**src/hw/dlc_pkg.sv**
```systemverilog
// package for the data link control and status register bank
// assumes a single 40 MHz clock shared by both register access ports
package dlc_pkg;
  localparam int CLK_MHZ = 40;
  localparam int ADDR_W = 16;
  // byte addresses of the three word registers
  localparam logic [15:0] OFF_CONTROL = 16'h0100;
  localparam logic [15:0] OFF_RW_OFFSET = 16'h0108;
  localparam logic [15:0] OFF_STATUS = 16'h0110;
  // control field positions
  localparam int CTL_LOOP_LSB = 8;
  localparam int CTL_FIFO_LSB = 16;
  localparam int CTL_FIFO_MSB = 18;
  localparam int CTL_LOW_JITTER = 19;
  localparam int CTL_RSV_LO_LSB = 20;
  localparam int CTL_RSV_LO_MSB = 21;
  localparam int CTL_RLD_SHORT = 22;
  localparam int CTL_RSV_HI = 23;
  localparam int CTL_ALIAS_EN = 24;
  // status field positions
  localparam int ST_PDI_OPER = 0;
  localparam int ST_WD_RELOADED = 1;
  localparam int ST_ENH_LINK = 2;
  localparam int ST_LINK_LSB = 4;
  localparam int ST_PORT_LSB = 8;
  localparam int NUM_PORTS = 4;
  // reset values, and the largest fifo size that still trims the forward delay
  localparam logic [2:0] FIFO_SIZE_RST = 3'h7;
  localparam logic [2:0] FIFO_REDUCE_MAX = 3'h3;
  localparam logic LOW_JITTER_RST = 1'b0;
  localparam logic RLD_SHORT_RST = 1'b0;
  localparam logic ALIAS_EN_RST = 1'b0;
  localparam logic [15:0] RW_OFFSET_RST = 16'h0000;
  // remote link down signalling time
  localparam int RLD_LONG_MS = 660;
  localparam int RLD_SHORT_US = 80;
  localparam int RLD_LONG_CYCLES = RLD_LONG_MS * 1000 * CLK_MHZ;
  localparam int RLD_SHORT_CYCLES = RLD_SHORT_US * CLK_MHZ;

  typedef enum logic [1:0] {
    LOOP_AUTO = 2'b00,
    LOOP_AUTO_CLOSE = 2'b01,
    LOOP_OPEN = 2'b10,
    LOOP_CLOSED = 2'b11
  } dlc_loop_type;
endpackage

```
**src/hw/dlc_regs.sv**
```systemverilog
// data link control, read/write offset and status registers of the slave controller
// assumes both access ports, the frame engine and the port logic share sys_clk_i
`timescale 1ns/1ps
`default_nettype none
module dlc_regs
  import dlc_pkg::*;
#(
  parameter int RLD_LONG_CYC = RLD_LONG_CYCLES
) (
  input wire logic sys_clk_i,
  input wire logic rst_i,
  // network side register access
  input wire logic [15:0] net_addr_i,
  input wire logic net_rd_i,
  input wire logic net_wr_i,
  input wire logic [3:0] net_be_i,
  input wire logic [31:0] net_wdata_i,
  output logic [31:0] net_rdata_o,
  output logic net_ev_clear_o,
  // process data interface register access
  input wire logic [15:0] pdi_addr_i,
  input wire logic pdi_rd_i,
  input wire logic pdi_wr_i,
  output logic [31:0] pdi_rdata_o,
  // configuration memory load
  input wire logic cfg_load_i,
  input wire logic cfg_load_ok_i,
  input wire logic [2:0] cfg_fifo_size_i,
  input wire logic cfg_enh_link_i,
  // process data interface state
  input wire logic pdi_ram_access_i,
  input wire logic wd_reloaded_i,
  // port state
  input wire logic [3:0] port_link_i,
  input wire logic [3:0] port_comm_i,
  input wire logic [3:0] port_busy_i,
  input wire logic [3:0] port_frame_ok_i,
  // command addressing
  input wire logic [15:0] cmd_addr_i,
  input wire logic [15:0] station_addr_i,
  input wire logic [15:0] station_alias_i,
  input wire logic rld_start_i,
  // settings driven to the link logic
  output logic [2:0] fifo_size_o,
  output logic fwd_delay_trim_o,
  output logic low_jitter_o,
  output logic rld_active_o,
  output logic alias_match_o,
  output logic [15:0] rd_addr_o,
  output logic [15:0] wr_addr_o,
  output logic [7:0] loop_applied_o
);
  logic [2:0] fifo_size_q;
  logic low_jitter_q;
  logic rld_short_q;
  logic alias_en_q;
  logic [2:0] rsv_q;
  logic [7:0] loop_cfg_q;
  logic [15:0] rw_offset_q;
  logic first_load_done_q;
  logic cfg_ok_q;
  logic enh_link_q;
  logic [31:0] rld_cnt_q;
  logic [31:0] net_rdata_q;
  logic [31:0] pdi_rdata_q;
  logic net_ev_clear_q;
  logic fwd_trim_q;
  logic rld_active_q;
  logic alias_match_q;
  logic [15:0] rd_addr_q;
  logic [15:0] wr_addr_q;
  logic [7:0] loop_applied;
  logic [3:0] loop_closed;
  logic [15:0] status;
  logic net_wr_ctl;
  logic net_wr_off;
  logic first_load;

  // only the network port can write; the pdi write strobe is deliberately unused
  assign net_wr_ctl = net_wr_i && net_addr_i == OFF_CONTROL;
  assign net_wr_off = net_wr_i && net_addr_i == OFF_RW_OFFSET;
  assign first_load = cfg_load_i && !first_load_done_q;

  function automatic logic [31:0] read_word(input logic [15:0] addr);
    logic [31:0] w;
    w = 32'h0000_0000;
    if (addr == OFF_CONTROL) begin
      w[CTL_LOOP_LSB +: 8] = loop_cfg_q;
      w[CTL_FIFO_MSB:CTL_FIFO_LSB] = fifo_size_q;
      w[CTL_LOW_JITTER] = low_jitter_q;
      w[CTL_RSV_LO_MSB:CTL_RSV_LO_LSB] = rsv_q[1:0];
      w[CTL_RLD_SHORT] = rld_short_q;
      w[CTL_RSV_HI] = rsv_q[2];
      w[CTL_ALIAS_EN] = alias_en_q;
    end else if (addr == OFF_RW_OFFSET) begin
      w[15:0] = rw_offset_q;
    end else if (addr == OFF_STATUS) begin
      w[15:0] = status;
    end
    return w;
  endfunction

  always_comb begin
    status = 16'h0000;
    status[ST_PDI_OPER] = cfg_ok_q && pdi_ram_access_i;
    status[ST_WD_RELOADED] = wd_reloaded_i;
    status[ST_ENH_LINK] = enh_link_q;
    status[ST_LINK_LSB +: NUM_PORTS] = port_link_i;
    for (int n = 0; n < NUM_PORTS; n++) begin
      status[ST_PORT_LSB + 2 * n] = loop_closed[n];
      status[ST_PORT_LSB + 2 * n + 1] = port_comm_i[n];
    end
  end

  // first configuration load after reset sets the fifo size unless a network control write to byte 2 lands in the same cycle; later loads do not
  always_ff @(posedge sys_clk_i or posedge rst_i) begin
    if (rst_i) begin
      first_load_done_q <= 1'b0;
      enh_link_q <= 1'b0;
      cfg_ok_q <= 1'b0;
    end else if (cfg_load_i) begin
      first_load_done_q <= 1'b1;
      cfg_ok_q <= cfg_load_ok_i;
      if (first_load) begin
        enh_link_q <= cfg_enh_link_i;
      end
    end
  end

  always_ff @(posedge sys_clk_i or posedge rst_i) begin
    if (rst_i) begin
      fifo_size_q <= FIFO_SIZE_RST;
    end else if (net_wr_ctl && net_be_i[2]) begin
      fifo_size_q <= net_wdata_i[CTL_FIFO_MSB:CTL_FIFO_LSB];
    end else if (first_load) begin
      fifo_size_q <= cfg_fifo_size_i;
    end
  end

  always_ff @(posedge sys_clk_i or posedge rst_i) begin
    if (rst_i) begin
      low_jitter_q <= LOW_JITTER_RST;
      rld_short_q <= RLD_SHORT_RST;
      alias_en_q <= ALIAS_EN_RST;
      rsv_q <= 3'h0;
      loop_cfg_q <= 8'h00;
    end else if (net_wr_ctl) begin
      if (net_be_i[1]) begin
        loop_cfg_q <= net_wdata_i[CTL_LOOP_LSB +: 8];
      end
      if (net_be_i[2]) begin
        low_jitter_q <= net_wdata_i[CTL_LOW_JITTER];
        rsv_q[1:0] <= net_wdata_i[CTL_RSV_LO_MSB:CTL_RSV_LO_LSB];
        rld_short_q <= net_wdata_i[CTL_RLD_SHORT];
        rsv_q[2] <= net_wdata_i[CTL_RSV_HI];
      end
      if (net_be_i[3]) begin
        alias_en_q <= net_wdata_i[CTL_ALIAS_EN];
      end
    end
  end

  always_ff @(posedge sys_clk_i or posedge rst_i) begin
    if (rst_i) begin
      rw_offset_q <= RW_OFFSET_RST;
    end else if (net_wr_off) begin
      if (net_be_i[0]) begin
        rw_offset_q[7:0] <= net_wdata_i[7:0];
      end
      if (net_be_i[1]) begin
        rw_offset_q[15:8] <= net_wdata_i[15:8];
      end
    end
  end

  for (genvar p = 0; p < NUM_PORTS; p++) begin : g_port
    dlc_loop_port u_loop (
      .sys_clk_i(sys_clk_i),
      .rst_i(rst_i),
      .cfg_wr_i(net_wr_ctl && net_be_i[1]),
      .cfg_i(net_wdata_i[CTL_LOOP_LSB + 2 * p +: 2]),
      .busy_i(port_busy_i[p]),
      .link_i(port_link_i[p]),
      .frame_ok_i(port_frame_ok_i[p]),
      .applied_o(loop_applied[2 * p +: 2]),
      .closed_o(loop_closed[p])
    );
  end

  // register reads answer one cycle after the strobe; unmapped words read zero
  always_ff @(posedge sys_clk_i or posedge rst_i) begin
    if (rst_i) begin
      net_rdata_q <= 32'h0000_0000;
      pdi_rdata_q <= 32'h0000_0000;
      net_ev_clear_q <= 1'b0;
    end else begin
      if (net_rd_i) begin
        net_rdata_q <= read_word(net_addr_i);
      end
      if (pdi_rd_i) begin
        pdi_rdata_q <= read_word(pdi_addr_i);
      end
      net_ev_clear_q <= net_rd_i && net_addr_i == OFF_STATUS;
    end
  end

  // one counter serves both link down times; a restart reloads it
  always_ff @(posedge sys_clk_i or posedge rst_i) begin
    if (rst_i) begin
      rld_cnt_q <= 32'h0000_0000;
      rld_active_q <= 1'b0;
    end else if (rld_start_i) begin
      rld_cnt_q <= rld_short_q ? 32'(RLD_SHORT_CYCLES) : 32'(RLD_LONG_CYC);
      rld_active_q <= 1'b1;
    end else if (rld_cnt_q > 32'h0000_0001) begin
      rld_cnt_q <= rld_cnt_q - 32'h0000_0001;
    end else begin
      rld_cnt_q <= 32'h0000_0000;
      rld_active_q <= 1'b0;
    end
  end

  always_ff @(posedge sys_clk_i or posedge rst_i) begin
    if (rst_i) begin
      fwd_trim_q <= 1'b0;
      alias_match_q <= 1'b0;
      rd_addr_q <= 16'h0000;
      wr_addr_q <= 16'h0000;
    end else begin
      fwd_trim_q <= fifo_size_q <= FIFO_REDUCE_MAX;
      alias_match_q <= cmd_addr_i == station_addr_i ||
                       (alias_en_q && cmd_addr_i == station_alias_i);
      rd_addr_q <= cmd_addr_i;
      wr_addr_q <= 16'(cmd_addr_i + rw_offset_q);
    end
  end

  assign net_rdata_o = net_rdata_q;
  assign pdi_rdata_o = pdi_rdata_q;
  assign net_ev_clear_o = net_ev_clear_q;
  assign fifo_size_o = fifo_size_q;
  assign fwd_delay_trim_o = fwd_trim_q;
  assign low_jitter_o = low_jitter_q;
  assign rld_active_o = rld_active_q;
  assign alias_match_o = alias_match_q;
  assign rd_addr_o = rd_addr_q;
  assign wr_addr_o = wr_addr_q;
  assign loop_applied_o = loop_applied;
endmodule
`default_nettype wire

```
**src/hw/dlc_loop_port.sv**
```systemverilog
// one port's loop setting: holds a newly written setting until the port is idle
// assumes busy_i is high for the whole frame being received or sent on the port
`timescale 1ns/1ps
`default_nettype none
module dlc_loop_port
  import dlc_pkg::*;
(
  input wire logic sys_clk_i,
  input wire logic rst_i,
  input wire logic cfg_wr_i,
  input wire logic [1:0] cfg_i,
  input wire logic busy_i,
  input wire logic link_i,
  input wire logic frame_ok_i,
  output logic [1:0] applied_o,
  output logic closed_o
);
  logic pend_q;
  logic [1:0] pend_cfg_q;
  logic [1:0] applied_q;
  logic closed_q;
  logic apply_now;

  assign apply_now = pend_q && !busy_i;
  assign applied_o = applied_q;
  assign closed_o = closed_q;

  // a write in the apply cycle stays pending so it is not lost
  always_ff @(posedge sys_clk_i or posedge rst_i) begin
    if (rst_i) begin
      pend_q <= 1'b0;
      pend_cfg_q <= LOOP_AUTO;
    end else if (cfg_wr_i) begin
      pend_q <= 1'b1;
      pend_cfg_q <= cfg_i;
    end else if (apply_now) begin
      pend_q <= 1'b0;
    end
  end

  always_ff @(posedge sys_clk_i or posedge rst_i) begin
    if (rst_i) begin
      applied_q <= LOOP_AUTO;
    end else if (apply_now) begin
      applied_q <= pend_cfg_q;
    end
  end

  always_ff @(posedge sys_clk_i or posedge rst_i) begin
    if (rst_i) begin
      closed_q <= 1'b1;
    end else begin
      unique case (dlc_loop_type'(applied_q))
        LOOP_AUTO: closed_q <= !link_i;
        LOOP_AUTO_CLOSE: begin
          if (!link_i) begin
            closed_q <= 1'b1;
          end else if (frame_ok_i || (apply_now && pend_cfg_q == LOOP_AUTO_CLOSE)) begin
            closed_q <= 1'b0;
          end
        end
        LOOP_OPEN: closed_q <= 1'b0;
        LOOP_CLOSED: closed_q <= 1'b1;
      endcase
    end
  end
endmodule
`default_nettype wire

```
**config.mk**
```make
export PLATFORM = sky130hd
export DESIGN_NAME = dlc_regs
export DESIGN_NICKNAME = d
export VERILOG_FILES = /design/src/hw/dlc_pkg.sv /design/src/hw/dlc_regs.sv /design/src/hw/dlc_loop_port.sv
export SDC_FILE = /design/constraint.sdc
export NUM_CORES = 1
export LEC_CHECK = 0
export BUFFER_PORTS_ARGS = -buffer_cell sky130_fd_sc_hd__clkbuf_2
export CORE_MARGIN = 2
export CORE_UTILIZATION = 52
export DETAILED_ROUTE_END_ITERATION = 10
export GPL_TIMING_DRIVEN = 0
export MAX_ROUTING_LAYER = met4
export PLACE_DENSITY = 0.85
export SYNTH_ARGS = -nofsm -noshare
export SYNTH_HDL_FRONTEND = slang
export SYNTH_HIERARCHICAL = 1
export SYNTH_SLANG_ARGS = --single-unit
```
**constraint.sdc**
```tcl
create_clock -name sys_clk_i -period 5.75 [get_ports sys_clk_i]
set_input_delay 0 -clock sys_clk_i [delete_from_list [all_inputs] [get_ports sys_clk_i]]
set_output_delay 0 -clock sys_clk_i [all_outputs]
set_load 0.05 [all_outputs]
```
# After elaboration in Yosys (flattened, before gate mapping)
# Index checks and enable logic that the tools add are counted.
dict set report totals {
  register_bits 178
  latch_bits 0
  ramBits 0
  rom_bits 0
  out_inout_bits 112
  elab_cells 151
  mem_count 0
}
dict set report classes {
  add_sub_neg 2
  mul 0
  n_div 0
  n_lt_le_gt_ge 2
  eq_ne 29
  shifts 0
  n_mux 37
  bitwise_logic 0
  reduce_logical 45
}
# operator count
set op_table {}
lappend op_table {{$eq A16 B9 Y1 const B} 6}
lappend op_table {{$mux W16} 4}
lappend op_table {{$mux W32} 2}
lappend op_table {{$eq A16 B16 Y1} 2}
lappend op_table {{$gt A32 B1 Y1 const B} 1}
lappend op_table {{$mux W8} 4}
lappend op_table {{$sub A32 B1 Y32 const B} 1}
lappend op_table {{$mux W25} 1}
lappend op_table {{$mux W1} 18}
lappend op_table {{$mux W9} 2}
lappend op_table {{$add A16 B16 Y16} 1}
lappend op_table {{$eq A2 B1 Y1 const B} 8}
lappend op_table {{$eq A2 B2 Y1 const B} 8}
lappend op_table {{$logic_and A1 B1 Y1} 16}
lappend op_table {{$pmux W1 S4} 4}
lappend op_table {{$ne A3 B2 Y1 const B} 4}
lappend op_table {{$reduce_and A2 Y1} 6}
lappend op_table {{$reduce_bool A2 Y1} 5}
lappend op_table {{$logic_not A1 Y1} 9}
lappend op_table {{$logic_not A2 Y1} 4}
lappend op_table {{$mux W3} 2}
lappend op_table {{$logic_or A1 B1 Y1} 5}
lappend op_table {{$le A3 B2 Y1 const B} 1}
lappend op_table {{$ne A2 B2 Y1 const B} 1}

# Depth between registers and ports, before layout
# Gate-level depths: netlist of the first run.
dict set report depth {
  depth_word 7
  depth_mapped 7
}

# Cells and area by module
# The synthesis of the first run kept the hierarchy.
# mod instances cells_each area_each_um2
set modules_own_cells {}
lappend modules_own_cells {dlc_regs 1 714 7492.2}
lappend modules_own_cells {dlc_loop_port 4 18 265.3}

# Least setup slack after synthesis of the first run
# No wires, ideal clock.
dict set report synth_timing {
  path_type {register -> register}
  start {register rld_cnt_q[20]}
  end {register rld_cnt_q[31]}
  setup_ns 0.082
  arrival_ns 2.256
  required_time_ns 5.668
  path_slack_ns 3.412
  path_stages_with_launch 6
  path_buffers 0
  cell_sequence {dfrtp_1 or3_4 or4b_4 or3_4 or4b_1 o22ai_1}
}
dict set report synth_between {
  elab_chain_len 3
  elab_cells_between_ends 4
  classes_between {add/sub: 1; order compare: 1; mux: 2}
}
# item line_no
set synth_lines {}
lappend synth_lines {{start, declared} dlc_regs.sv:63} ;# logic [31:0] rld_cnt_q;
lappend synth_lines {{start signal, assigned} dlc_regs.sv:213} ;# rld_cnt_q <= rld_short_q ? 32'(RLD_SHORT_CYCLES) : 32'(RLD_LONG_CYC);
lappend synth_lines {{start signal, assigned} dlc_regs.sv:216} ;# rld_cnt_q <= rld_cnt_q - 32'h0000_0001;
lappend synth_lines {{$sub A32 B1 Y32 / $gt A32 B1 Y1 (equally long branches)} {dlc_regs.sv:216, dlc_regs.sv:215}}
lappend synth_lines {{$mux W32 *} dlc_regs.sv:215} ;# end else if (rld_cnt_q > 32'h0000_0001) begin
lappend synth_lines {{$mux W32 *} dlc_regs.sv:212} ;# end else if (rld_start_i) begin
# Every way passes the cells marked *; elsewhere a longest branch is shown, timed or not.
# A chain may end at the register's enable or synchronous reset.

# Final worst setup path of the first run
dict set report layout_timing {
  start {register rld_cnt_q[8]}
  end {register rld_cnt_q[23]}
}
# The elaborated chain is that of the path after synthesis.

==> results of run 1 <==
## state kept, by name, summed over array words and instances (netlist names)
signal	count
wr_addr_o	16
rd_addr_o	16
alias_en_q	1
enh_link_q	1
cfg_ok_q	1
g_port.u_loop/pend_q	4
g_port.u_loop/closed_o	4
net_ev_clear_o	1
rsv_q	3
loop_cfg_q	8
net_rdata_o	25
fwd_delay_trim_o	1
rld_short_q	1
first_load_done_q	1
pdi_rdata_o	25
rld_cnt_q	32
g_port.u_loop/pend_cfg_q	8
rw_offset_q	16
g_port.u_loop/applied_o	8
fifo_size_o	3
low_jitter_o	1
alias_match_o	1
rld_active_o	1
## stage by stage
step	cells	cell area, µm²	setup slack [ns]	util [%]
after floorplan	799	8600	1.61	-
after global placement	1248	10000	-0.0944	62.7
after CTS	1356	11400	2.83	71.3
after detailed placement	1249	10100	2.85	62.9
after global routing	1358	11400	2.62	71.3
final	1358	11400	2.77	71.3
## critical path: stages, from the launching register on
cell and delay [ns]:
sky130_fd_sc_hd__dfrtp_1 0.42, sky130_fd_sc_hd__or3_1 0.36, sky130_fd_sc_hd__clkbuf_1 0.18, sky130_fd_sc_hd__nor3_2 0.57, sky130_fd_sc_hd__o2111ai_1 0.45, sky130_fd_sc_hd__o21bai_2 0.48
sky130_fd_sc_hd__buf_4 0.26, sky130_fd_sc_hd__o21ai_0 0.11
## layout by cell type (no fill, tap or decap), types with 10 or more instances in the layout
| cell type | count |
|---|---|
| sky130_fd_sc_hd__o21ai_0 | 37 |
| sky130_fd_sc_hd__ha_1 | 17 |
| sky130_fd_sc_hd__inv_1 | 46 |
| sky130_fd_sc_hd__mux2_2 | 45 |
| sky130_fd_sc_hd__nor2_1 | 56 |
| sky130_fd_sc_hd__a21oi_1 | 23 |
| sky130_fd_sc_hd__nand4_1 | 10 |
| sky130_fd_sc_hd__clkbuf_16 | 17 |
| sky130_fd_sc_hd__a22oi_1 | 28 |
| sky130_fd_sc_hd__nand2_1 | 49 |
| sky130_fd_sc_hd__dfrtp_1 | 171 |
| sky130_fd_sc_hd__conb_1 | 14 |
| sky130_fd_sc_hd__buf_4 | 15 |
| sky130_fd_sc_hd__a31oi_1 | 10 |
| sky130_fd_sc_hd__nand3_1 | 17 |
| sky130_fd_sc_hd__xnor2_1 | 17 |
| sky130_fd_sc_hd__clkbuf_2 | 233 |
| sky130_fd_sc_hd__nor4_1 | 15 |
| sky130_fd_sc_hd__dlygate4sd3_1 | 75 |
| sky130_fd_sc_hd__nor3_1 | 12 |
| sky130_fd_sc_hd__clkbuf_1 | 23 |
| sky130_fd_sc_hd__xor2_1 | 50 |
## power breakdown
part           total, mW  switching [mW]  internal, mW
clock network       1.17           0.547         0.618
registers           1.33          0.0353          1.30
logic              0.453           0.287         0.166
total               2.95           0.869          2.08
## synthesized netlist by cell type, drive strengths merged, types with 7 or more instances
cell / n
nor3: 13
dfstp: 7
mux2: 53
buf: 20
nor4: 16
o22ai: 9
o221ai: 8
xnor2: 17
o21ai: 37
dfrtp: 171
a21o: 9
a22oi: 28
nor2b: 10
ha: 17
xor2: 50
or2: 8
inv: 47
o211ai: 8
nor2: 56
nand3b: 8
a21oi: 23
nand3: 17
nand4: 10
nand2: 49
or3: 8
clkbuf: 23
a31oi: 10
## layout make-up
| class | instances | area (µm²) |
|---|---|---|
| Antenna cell | 2 | 5.00 |
| Buffer | 43 | 223 |
| Clock buffer | 17 | 425 |
| Clock inverter | 15 | 164 |
| Fill cell | 1124 | 4580 |
| Inverter | 47 | 181 |
| Multi-Input combinational cell | 531 | 3740 |
| Sequential cell | 178 | 4460 |
| Tap cell | 216 | 270 |
| Timing Repair Buffer | 309 | 1940 |
## logic make-up (layout without fill, tap and decap cells)
logic type	count (synthesis)	in the layout	synth area share (%)
other	1	16	0.0438
AND/OR/NAND/NOR	223	223	14.1
XOR/XNOR	67	67	6.86
multiplexers	53	53	7.33
buffers and inverters	90	431	4.67
AO/OA/AOI/OAI	156	156	12.1
flip-flops	178	178	52.2
adder cells (fa/ha/maj)	18	18	2.72
## path summary, 6_finish.rpt
| path | end | startpoint | cells after the start | slack [ns] |
|---|---|---|---|---|
| max | rld_cnt_q[23] | rld_cnt_q[8] | 7 | 2.77 |
| min | pdi_rdata_o[13] | pdi_rd_i | 2 | 0.03 |
| max reg2reg | rld_cnt_q[23] | rld_cnt_q[8] | 7 | 2.77 |
| min reg2reg | first_load_done_q | first_load_done_q | 1 | 0.47 |
| max in group asynchronous | pdi_rdata_o[1] | rst_i | 4 | 4.59 |
| min in group asynchronous | g_port[1].u_loop/pend_cfg_q[1] | rst_i | 3 | 0.15 |
## per-layer routing
metal  share of wire, %  vias up  wire length, µm
met4                4.3        0             1120
li1                   -     3449                -
met5                  0        -                0
met3                7.0       96             1800
met2                 49      433            12800
met1                 39     3731            10200
## repair_timing
action,4_1_cts,5_1_grt
setup endpoints to repair,0,0
hold buffers,75,0
hold endpoints to repair,188,0
==> flow_metrics.tcl, run 1 <==
set metrics [dict create \
    run_status "complete, no violations" \
    total_power_consumption_mw 2.95 \
    dr.pass1.iters 6 \
    post_route_cells_drive_above_1_share_pct 32.3 \
    setup.worst_path.start_class "flip-flop" \
    grt.total_usage_pct 30.8 \
    cells_after_synthesis 786 \
    grt_busiest_layer "met2" \
    max-vdd-ir-drop_mv 0.236 \
    grt_start_max_net_pins 88 \
    cts_max_path_buffers 2 \
    timing.critical_path.arrival_ns 3.27 \
    sequential_cell_area_fraction_in_the_yosys_report_pct 52.2 \
    clock_latency_ns 0.43 \
    die_w_um 132 \
    cts_tree "yes" \
    avgRoutedWirePerCell_um 19.1 \
    final_max_tran_viols 0 \
    whs_ns 0.0345 \
    first_global_vias 7898 \
    initialDrtViolationCount 653 \
    tns_ns 0 \
    grt.met3_usage_pct 7.38 \
    routabilityCongestion 0.926 \
    final_min_period_over_clock_period_pct 51.8 \
    synthesis.area_um2 8550 \
    timing_worst_slew_pin_value_ns 1.38 \
    final_hold_violation_count 0 \
    antenna_left 0 \
    clkTransAtPathRegs_ns 0.08 \
    p_per_area_nw_per_um2 258 \
    synth_area_leaders "sky130_fd_sc_hd__dfrtp_1, sky130_fd_sc_hd__mux2_2, sky130_fd_sc_hd__xor2_1" \
    postSynth.topFlopCell "sky130_fd_sc_hd__dfrtp_1" \
    cts_buffers 17 \
    slew_headroom_pct 7.69 \
    yosys.cell_types.count 62 \
    cts.repair_timing.setup_buffer_count 0 \
    fp.dieArea_um2 17500 \
    place.detailed.hpwl_um 17900 \
    grt_setup_unrepaired "false" \
    total_routed_wirelength_um 25900 \
    synth.avg_cell_area_um2 10.9 \
    synth_edf_count 0 \
    drt-vias-per-instance 5.68 \
    die_height_um 132 \
    htreeDepth 4 \
    timing.critical_path.required_ns 6.04 \
    remaining_drc_errors 0 \
    critPathMaxFanout 10 \
    final_nets 1292 \
    buffer_ports.inserted 233 \
    core_region_area_um2 16000 \
    overflow 0 \
    cts.sinks 178 \
    worst_hold_path_type "in2reg" \
    endpoint_kind "flip-flop" \
    vias 7709 \
    synth_top_area_share_pct 50.0 \
    ios 259 \
    yosys_warning_count 6 \
    groute.layer.met1.usage_pct 36.7 \
    initial_utilization_pct 53.5 \
    period_needed_ns 2.98 \
    post_cts_resized 0 \
    flow.area_growth_from_synthesis_pct 33.5 \
    yosys.area.top_type "sky130_fd_sc_hd__dfrtp_1" \
    fmax_ghz 0.336 \
    fp-row-count 46 \
    grt_first_pass_wirelength_um 41000 \
    worstSetupPathType "reg2reg" \
    initial_antenna_violation_count 2 \
    grt_util_met2_pct 50.2 \
    timing.final.setup_violations 0 \
    max_cap_violations 0 \
    finalClockSkew_ns 0.0127 \
    postSynth.asyncResetShare_pct 100 \
    root_buffer "sky130_fd_sc_hd__clkbuf_16" \
    total_leakage_power_nw 5.45 \
    post_synthesis_sequential_element_count 178 \
]
(Power assumes the default switching activity.)
==> run 2, diff against run 1 <==
CORE_UTILIZATION = 47   (was 52)
PLACE_DENSITY = 0.81   (was 0.85)
clock period = 2.65 ns   (was 5.75 ns; I/O delays follow)
==> flow_metrics.tcl, run 2 (synthesis gave the netlist of run 1 again) <==
set metrics [dict create \
    cts_max_path_buffers 2 \
    fill_cells 1391 \
    final_min_period_over_clock_period_pct 96.1 \
    p_seq_share_pct 44.3 \
    layout.area.seq_um2 4460 \
    clock_latency_ns 0.43 \
    remaining_drc_errors 0 \
    max-vdd-ir-drop_mv 0.487 \
    fmax_ghz 0.393 \
    grt_first_pass_wirelength_um 40300 \
    area_used_by_multi_input_combinational_logic_um2 3780 \
    avgRoutedWirePerCell_um 18.6 \
    total_routed_wirelength_um 25600 \
    critPathMaxFanout 10 \
    drt-vias-per-instance 5.49 \
    die_height_um 139 \
    timing.critical_path.arrival_ns 2.82 \
    endpoint_kind "flip-flop" \
    antenna_left 0 \
    vias 7561 \
    initialDrtViolationCount 470 \
    final_nets 1297 \
    core_region_area_um2 17900 \
    power.internal_mw 4.71 \
    routabilityCongestion 0.884 \
    timing_worst_slew_pin_value_ns 1.19 \
    critical_path.top_delay_family "simple AND/OR/NAND/NOR gates" \
    first_global_vias 7642 \
    grt_start_max_net_pins 43 \
    timing.final.setup_violations 0 \
    critical_path.slowest_cell "sky130_fd_sc_hd__or4b_4" \
    share_clk_of_total_power_pct 40.5 \
    setup.worst_path.start_class "flip-flop" \
    htreeDepth 4 \
    root_buffer "sky130_fd_sc_hd__clkbuf_16" \
    overflow 0 \
    die_w_um 139 \
    max_ffs_per_register 32 \
    cts_buffers 17 \
    finish.instance_area_um2 11600 \
    post_route_cells_drive_above_1_share_pct 32.8 \
    cts.sinks 178 \
    max_cap_violations 0 \
    clkTransAtPathRegs_ns 0.07 \
    crit_path_cell_trace "or3_4, or4b_4, or3_4, o21bai_4, buf_4, o21ai_0" \
    run_status "complete, no violations" \
    whs_ns 0.00471 \
    grt_setup_unrepaired "false" \
    final_hold_violation_count 0 \
    top_reg_by_flops "rld_cnt_q" \
    timing.critical_path.required_ns 2.93 \
    total_leakage_power_nw 5.51 \
    crit_path_buf_inv_count 1 \
    post_dp_cell_area_um2 10100 \
    finalClockSkew_ns 0.00854 \
    timing.critical_path.slowest_cell_delay_ns 0.56 \
    fp.dieArea_um2 19300 \
    grt.total_usage_pct 27.3 \
    initial_utilization_pct 47.8 \
    initial_antenna_violation_count 2 \
    fp-row-count 49 \
    switching_power_mw 1.81 \
    p_comb_share_pct 15.2 \
    buffer_ports.inserted 233 \
    final_common_cell "sky130_fd_sc_hd__clkbuf_2" \
    cts_tree "yes" \
    worst_hold_path_type "in2reg" \
    netSwitchingFraction_pct 27.7 \
    ios 259 \
    place.detailed.hpwl_um 18300 \
    period_needed_ns 2.55 \
    worstSetupPathType "reg2reg" \
    slew_headroom_pct 20.6 \
    p_per_area_nw_per_um2 564 \
    dr.pass1.iters 5 \
    flow.area_growth_from_synthesis_pct 35.3 \
    layout.cells.most_common_list "sky130_fd_sc_hd__clkbuf_2, sky130_fd_sc_hd__dfrtp_1, sky130_fd_sc_hd__dlygate4sd3_1" \
    final_max_tran_viols 0 \
    critPathMostFrequentCell "sky130_fd_sc_hd__or3_4" \
]
run 2: changes by cell type in the layout (fill, tap and decap cells not counted), moves of 2 or more:
cell / delta
sky130_fd_sc_hd__buf_4: +2
sky130_fd_sc_hd__buf_12: +4
sky130_fd_sc_hd__nor3_1: -2
sky130_fd_sc_hd__bufinv_16: +2
sky130_fd_sc_hd__inv_6: -5
sky130_fd_sc_hd__clkinvlp_4: +2
run 2: final cells by class:
type	instances	share of cell area, %
Multi-Input combinational cell	531	32.7
Buffer	43	1.92
Antenna cell	2	0.0433
Clock inverter	13	1.50
Tap cell	229	2.48
Clock buffer	19	3.83
Sequential cell	178	38.6
Inverter	47	1.56
Timing Repair Buffer	314	17.4
run 2: worst reg2reg max path: cells and delay by family, from the launching register on:
kind	cells	cell delay (ns)
AND/OR/NAND/NOR	3	1.36
flip-flops	1	0.43
AO/OA/AOI/OAI	2	0.37
buffers and inverters	1	0.24
run 2: power by group through the flow:
stage	logic, mW	clock network [mW]	registers, mW
floorplan	0.392	0	3.10
global placement	0.845	0	2.94
detailed placement	0.875	0	2.94
CTS	0.981	2.66	2.89
global route	1.07	2.79	2.90
finish	0.995	2.64	2.89
run 2: path summary, 6_finish.rpt:
kind                                   startpoint                            end  slack (ns)  depth (start not counted)
worst max-delay path                rld_cnt_q[20]                  rld_cnt_q[24]        0.10                          6
worst min-delay path                pdi_addr_i[3]                pdi_rdata_o[14]       0.005                          4
worst max register to register      rld_cnt_q[20]                  rld_cnt_q[24]        0.10                          6
worst min register to register  first_load_done_q              first_load_done_q        0.47                          1
max in group asynchronous                   rst_i                   rd_addr_o[4]        1.28                          6
min in group asynchronous                   rst_i  g_port[2].u_loop/applied_o[0]        0.16                          3
run 2: stage by stage:
stage / utilization [%] / cells / power [mW] / worst slack [ns] / setup TNS [ns]
after CTS: 64.4 / 1372 / 6.53 / 0.0645 / 0
after global placement: 56.2 / 1261 / 3.78 / -0.334 / -53.08
after detailed placement: 56.6 / 1265 / 3.81 / -0.312 / -5.57
final: 64.6 / 1376 / 6.53 / 0.104 / 0
after global routing: 64.6 / 1376 / 6.76 / 0.00696 / 0
after floorplan: - / 799 / 3.49 / 0.312 / 0
run 2: metal layers:
metal  track usage [%]  up-vias  share of wire [%]
li1                  -     3460                  -
met4              11.3        0                4.0
met2              43.6      341                 48
met1              33.4     3693                 40
met3              6.70       67                7.3
met5                 -        -                  0
run 2: timing repair:
action                     4_1_cts  5_1_grt
hold endpoints to repair       149        0
buffers inserted                 0        2
setup endpoints to repair       27       27
gates resized for setup          4        3
pin swaps                        0        1
hold buffers                    75        0
gates cloned                     0        0
==> run 3, diff against run 2 <==
CORE_UTILIZATION = 52   (was 47)
HOLD_SLACK_MARGIN = 0.02   (was not set)
PLACE_DENSITY = 0.85   (was 0.81)
clock period = 2.82 ns   (was 2.65 ns; I/O delays follow)
==> flow_metrics.tcl, run 3 (synthesis gave the netlist of run 1 again) <==
set metrics [dict create \
    remaining_drc_errors 0 \
    final_hold_violation_count 0 \
    timing_worst_slew_pin_value_ns 1.33 \
    htreeDepth 4 \
    run_status "complete, no violations" \
    final_nets 1294 \
    fp-row-count 46 \
    routabilityCongestion 0.914 \
    die_w_um 132 \
    cts.repair_timing.setup_buffer_count 0 \
    fmax_ghz 0.375 \
    tns_ns 0 \
    antenna_left 0 \
    dr.pass1.iters 5 \
    layout.cells.most_common_list "sky130_fd_sc_hd__clkbuf_2, sky130_fd_sc_hd__dfrtp_1, sky130_fd_sc_hd__dlygate4sd3_1" \
    finalClockSkew_ns 0.0116 \
    p_per_area_nw_per_um2 522 \
    crit_path_cell_trace "or4_1, nor4_2, nand2_1, or4b_1, o22ai_1" \
    cts_tree "yes" \
    critical_path.top_delay_family "simple AND/OR/NAND/NOR gates" \
    worstSetupPathType "reg2reg" \
    whs_ns 0.0491 \
    overflow 0 \
    cts_max_path_buffers 2 \
    vias 7642 \
    initial_antenna_violation_count 0 \
    root_buffer "sky130_fd_sc_hd__clkbuf_16" \
    first_global_vias 7933 \
    drt-vias-per-instance 5.62 \
    fp.dieArea_um2 17500 \
    buffer_ports.inserted 233 \
    slew_headroom_pct 11.3 \
    clock_latency_ns 0.44 \
    total_routed_wirelength_um 26200 \
    period_needed_ns 2.67 \
    final_min_period_over_clock_period_pct 94.6 \
    initialDrtViolationCount 739 \
    timing.critical_path.arrival_ns 3.02 \
    post_route_cells_drive_above_1_share_pct 32.6 \
    crit_path_buf_inv_count 0 \
    top_reg_by_flops "rld_cnt_q" \
    ios 259 \
    die_height_um 132 \
    total_leakage_power_nw 5.47 \
    grt_setup_unrepaired "false" \
    critical_path.slowest_cell "sky130_fd_sc_hd__or4_1" \
    critPathMaxFanout 6 \
    core_region_area_um2 16000 \
    max_cap_violations 0 \
    max-vdd-ir-drop_mv 0.467 \
    cts.sinks 178 \
    grt_first_pass_wirelength_um 42000 \
    worst_hold_path_type "in2reg" \
    final_util_pct 71.7 \
    timing.critical_path.required_ns 3.17 \
    timing.critical_path.slowest_cell_delay_ns 0.68 \
    final_common_cell "sky130_fd_sc_hd__clkbuf_2" \
    flow.area_growth_from_synthesis_pct 34.1 \
    max_ffs_per_register 32 \
    grt.total_usage_pct 31.7 \
    clkTransAtPathRegs_ns 0.07 \
    final_max_tran_viols 0 \
    timing.final.setup_violations 0 \
    grt_start_max_net_pins 44 \
    avgRoutedWirePerCell_um 19.3 \
    initial_utilization_pct 53.5 \
    setup.worst_path.start_class "flip-flop" \
    endpoint_kind "flip-flop" \
    cts_buffers 17 \
    place.detailed.hpwl_um 18000 \
]
==> run 3: path summary, 6_finish.rpt <==
kind                                   start                             end  slack, ns  cells past startpoint
max in group asynchronous              rst_i                 net_rdata_o[17]       1.58                      6
max reg2reg                     rld_cnt_q[2]                   rld_cnt_q[31]       0.15                      5
max                             rld_cnt_q[2]                   rld_cnt_q[31]       0.15                      5
min in group asynchronous              rst_i  g_port[3].u_loop/pend_cfg_q[0]       0.13                      3
min                                 pdi_rd_i                 pdi_rdata_o[14]       0.05                      2
min reg2reg                first_load_done_q               first_load_done_q       0.47                      1
==> run 3: power breakdown <==
part	switching [mW]	total, mW	internal (mW)
combinational	0.584	0.929	0.345
clock	1.02	2.34	1.32
sequential	0.0734	2.72	2.65
total	1.68	5.99	4.31
==> run 3: per-layer routing <==
metal	vias up	routed length, µm	share of wire [%]	track usage, %
li1	3460	-	-	-
met5	-	0	0	-
met2	371	13200	50	51.9
met4	0	1040	4.0	13.6
met3	82	1710	6.5	7.34
met1	3729	10300	39	37.7
==> run 3: what timing repair did <==
item,4_1_cts,5_1_grt
hold endpoints to repair,143,0
hold buffers,74,0
setup endpoints to repair,20,22
resized for setup,1,3
==> run 3: stage by stage <==
| step | std cells | worst slack [ns] | total power, mW | instance area (µm²) |
|---|---|---|---|---|
| after detailed placement | 1252 | -0.0488 | 3.58 | 10100 |
| after global placement | 1248 | -0.0985 | 3.55 | 10000 |
| after floorplan | 799 | 0.482 | 3.28 | 8610 |
| after CTS | 1358 | 0.0751 | 5.98 | 11500 |
| final | 1359 | 0.153 | 5.99 | 11500 |
| after global routing | 1358 | 0.0461 | 6.20 | 11500 |
==> run 3: cell type report <==
type	instances	area, µm²
Inverter	47	180
Clock inverter	14	154
Clock buffer	18	429
Fill cell	1112	4530
Multi-Input combinational cell	531	3760
Antenna cell	1	2.50
Buffer	43	223
Timing Repair Buffer	311	1990
Sequential cell	178	4460
Tap cell	216	270
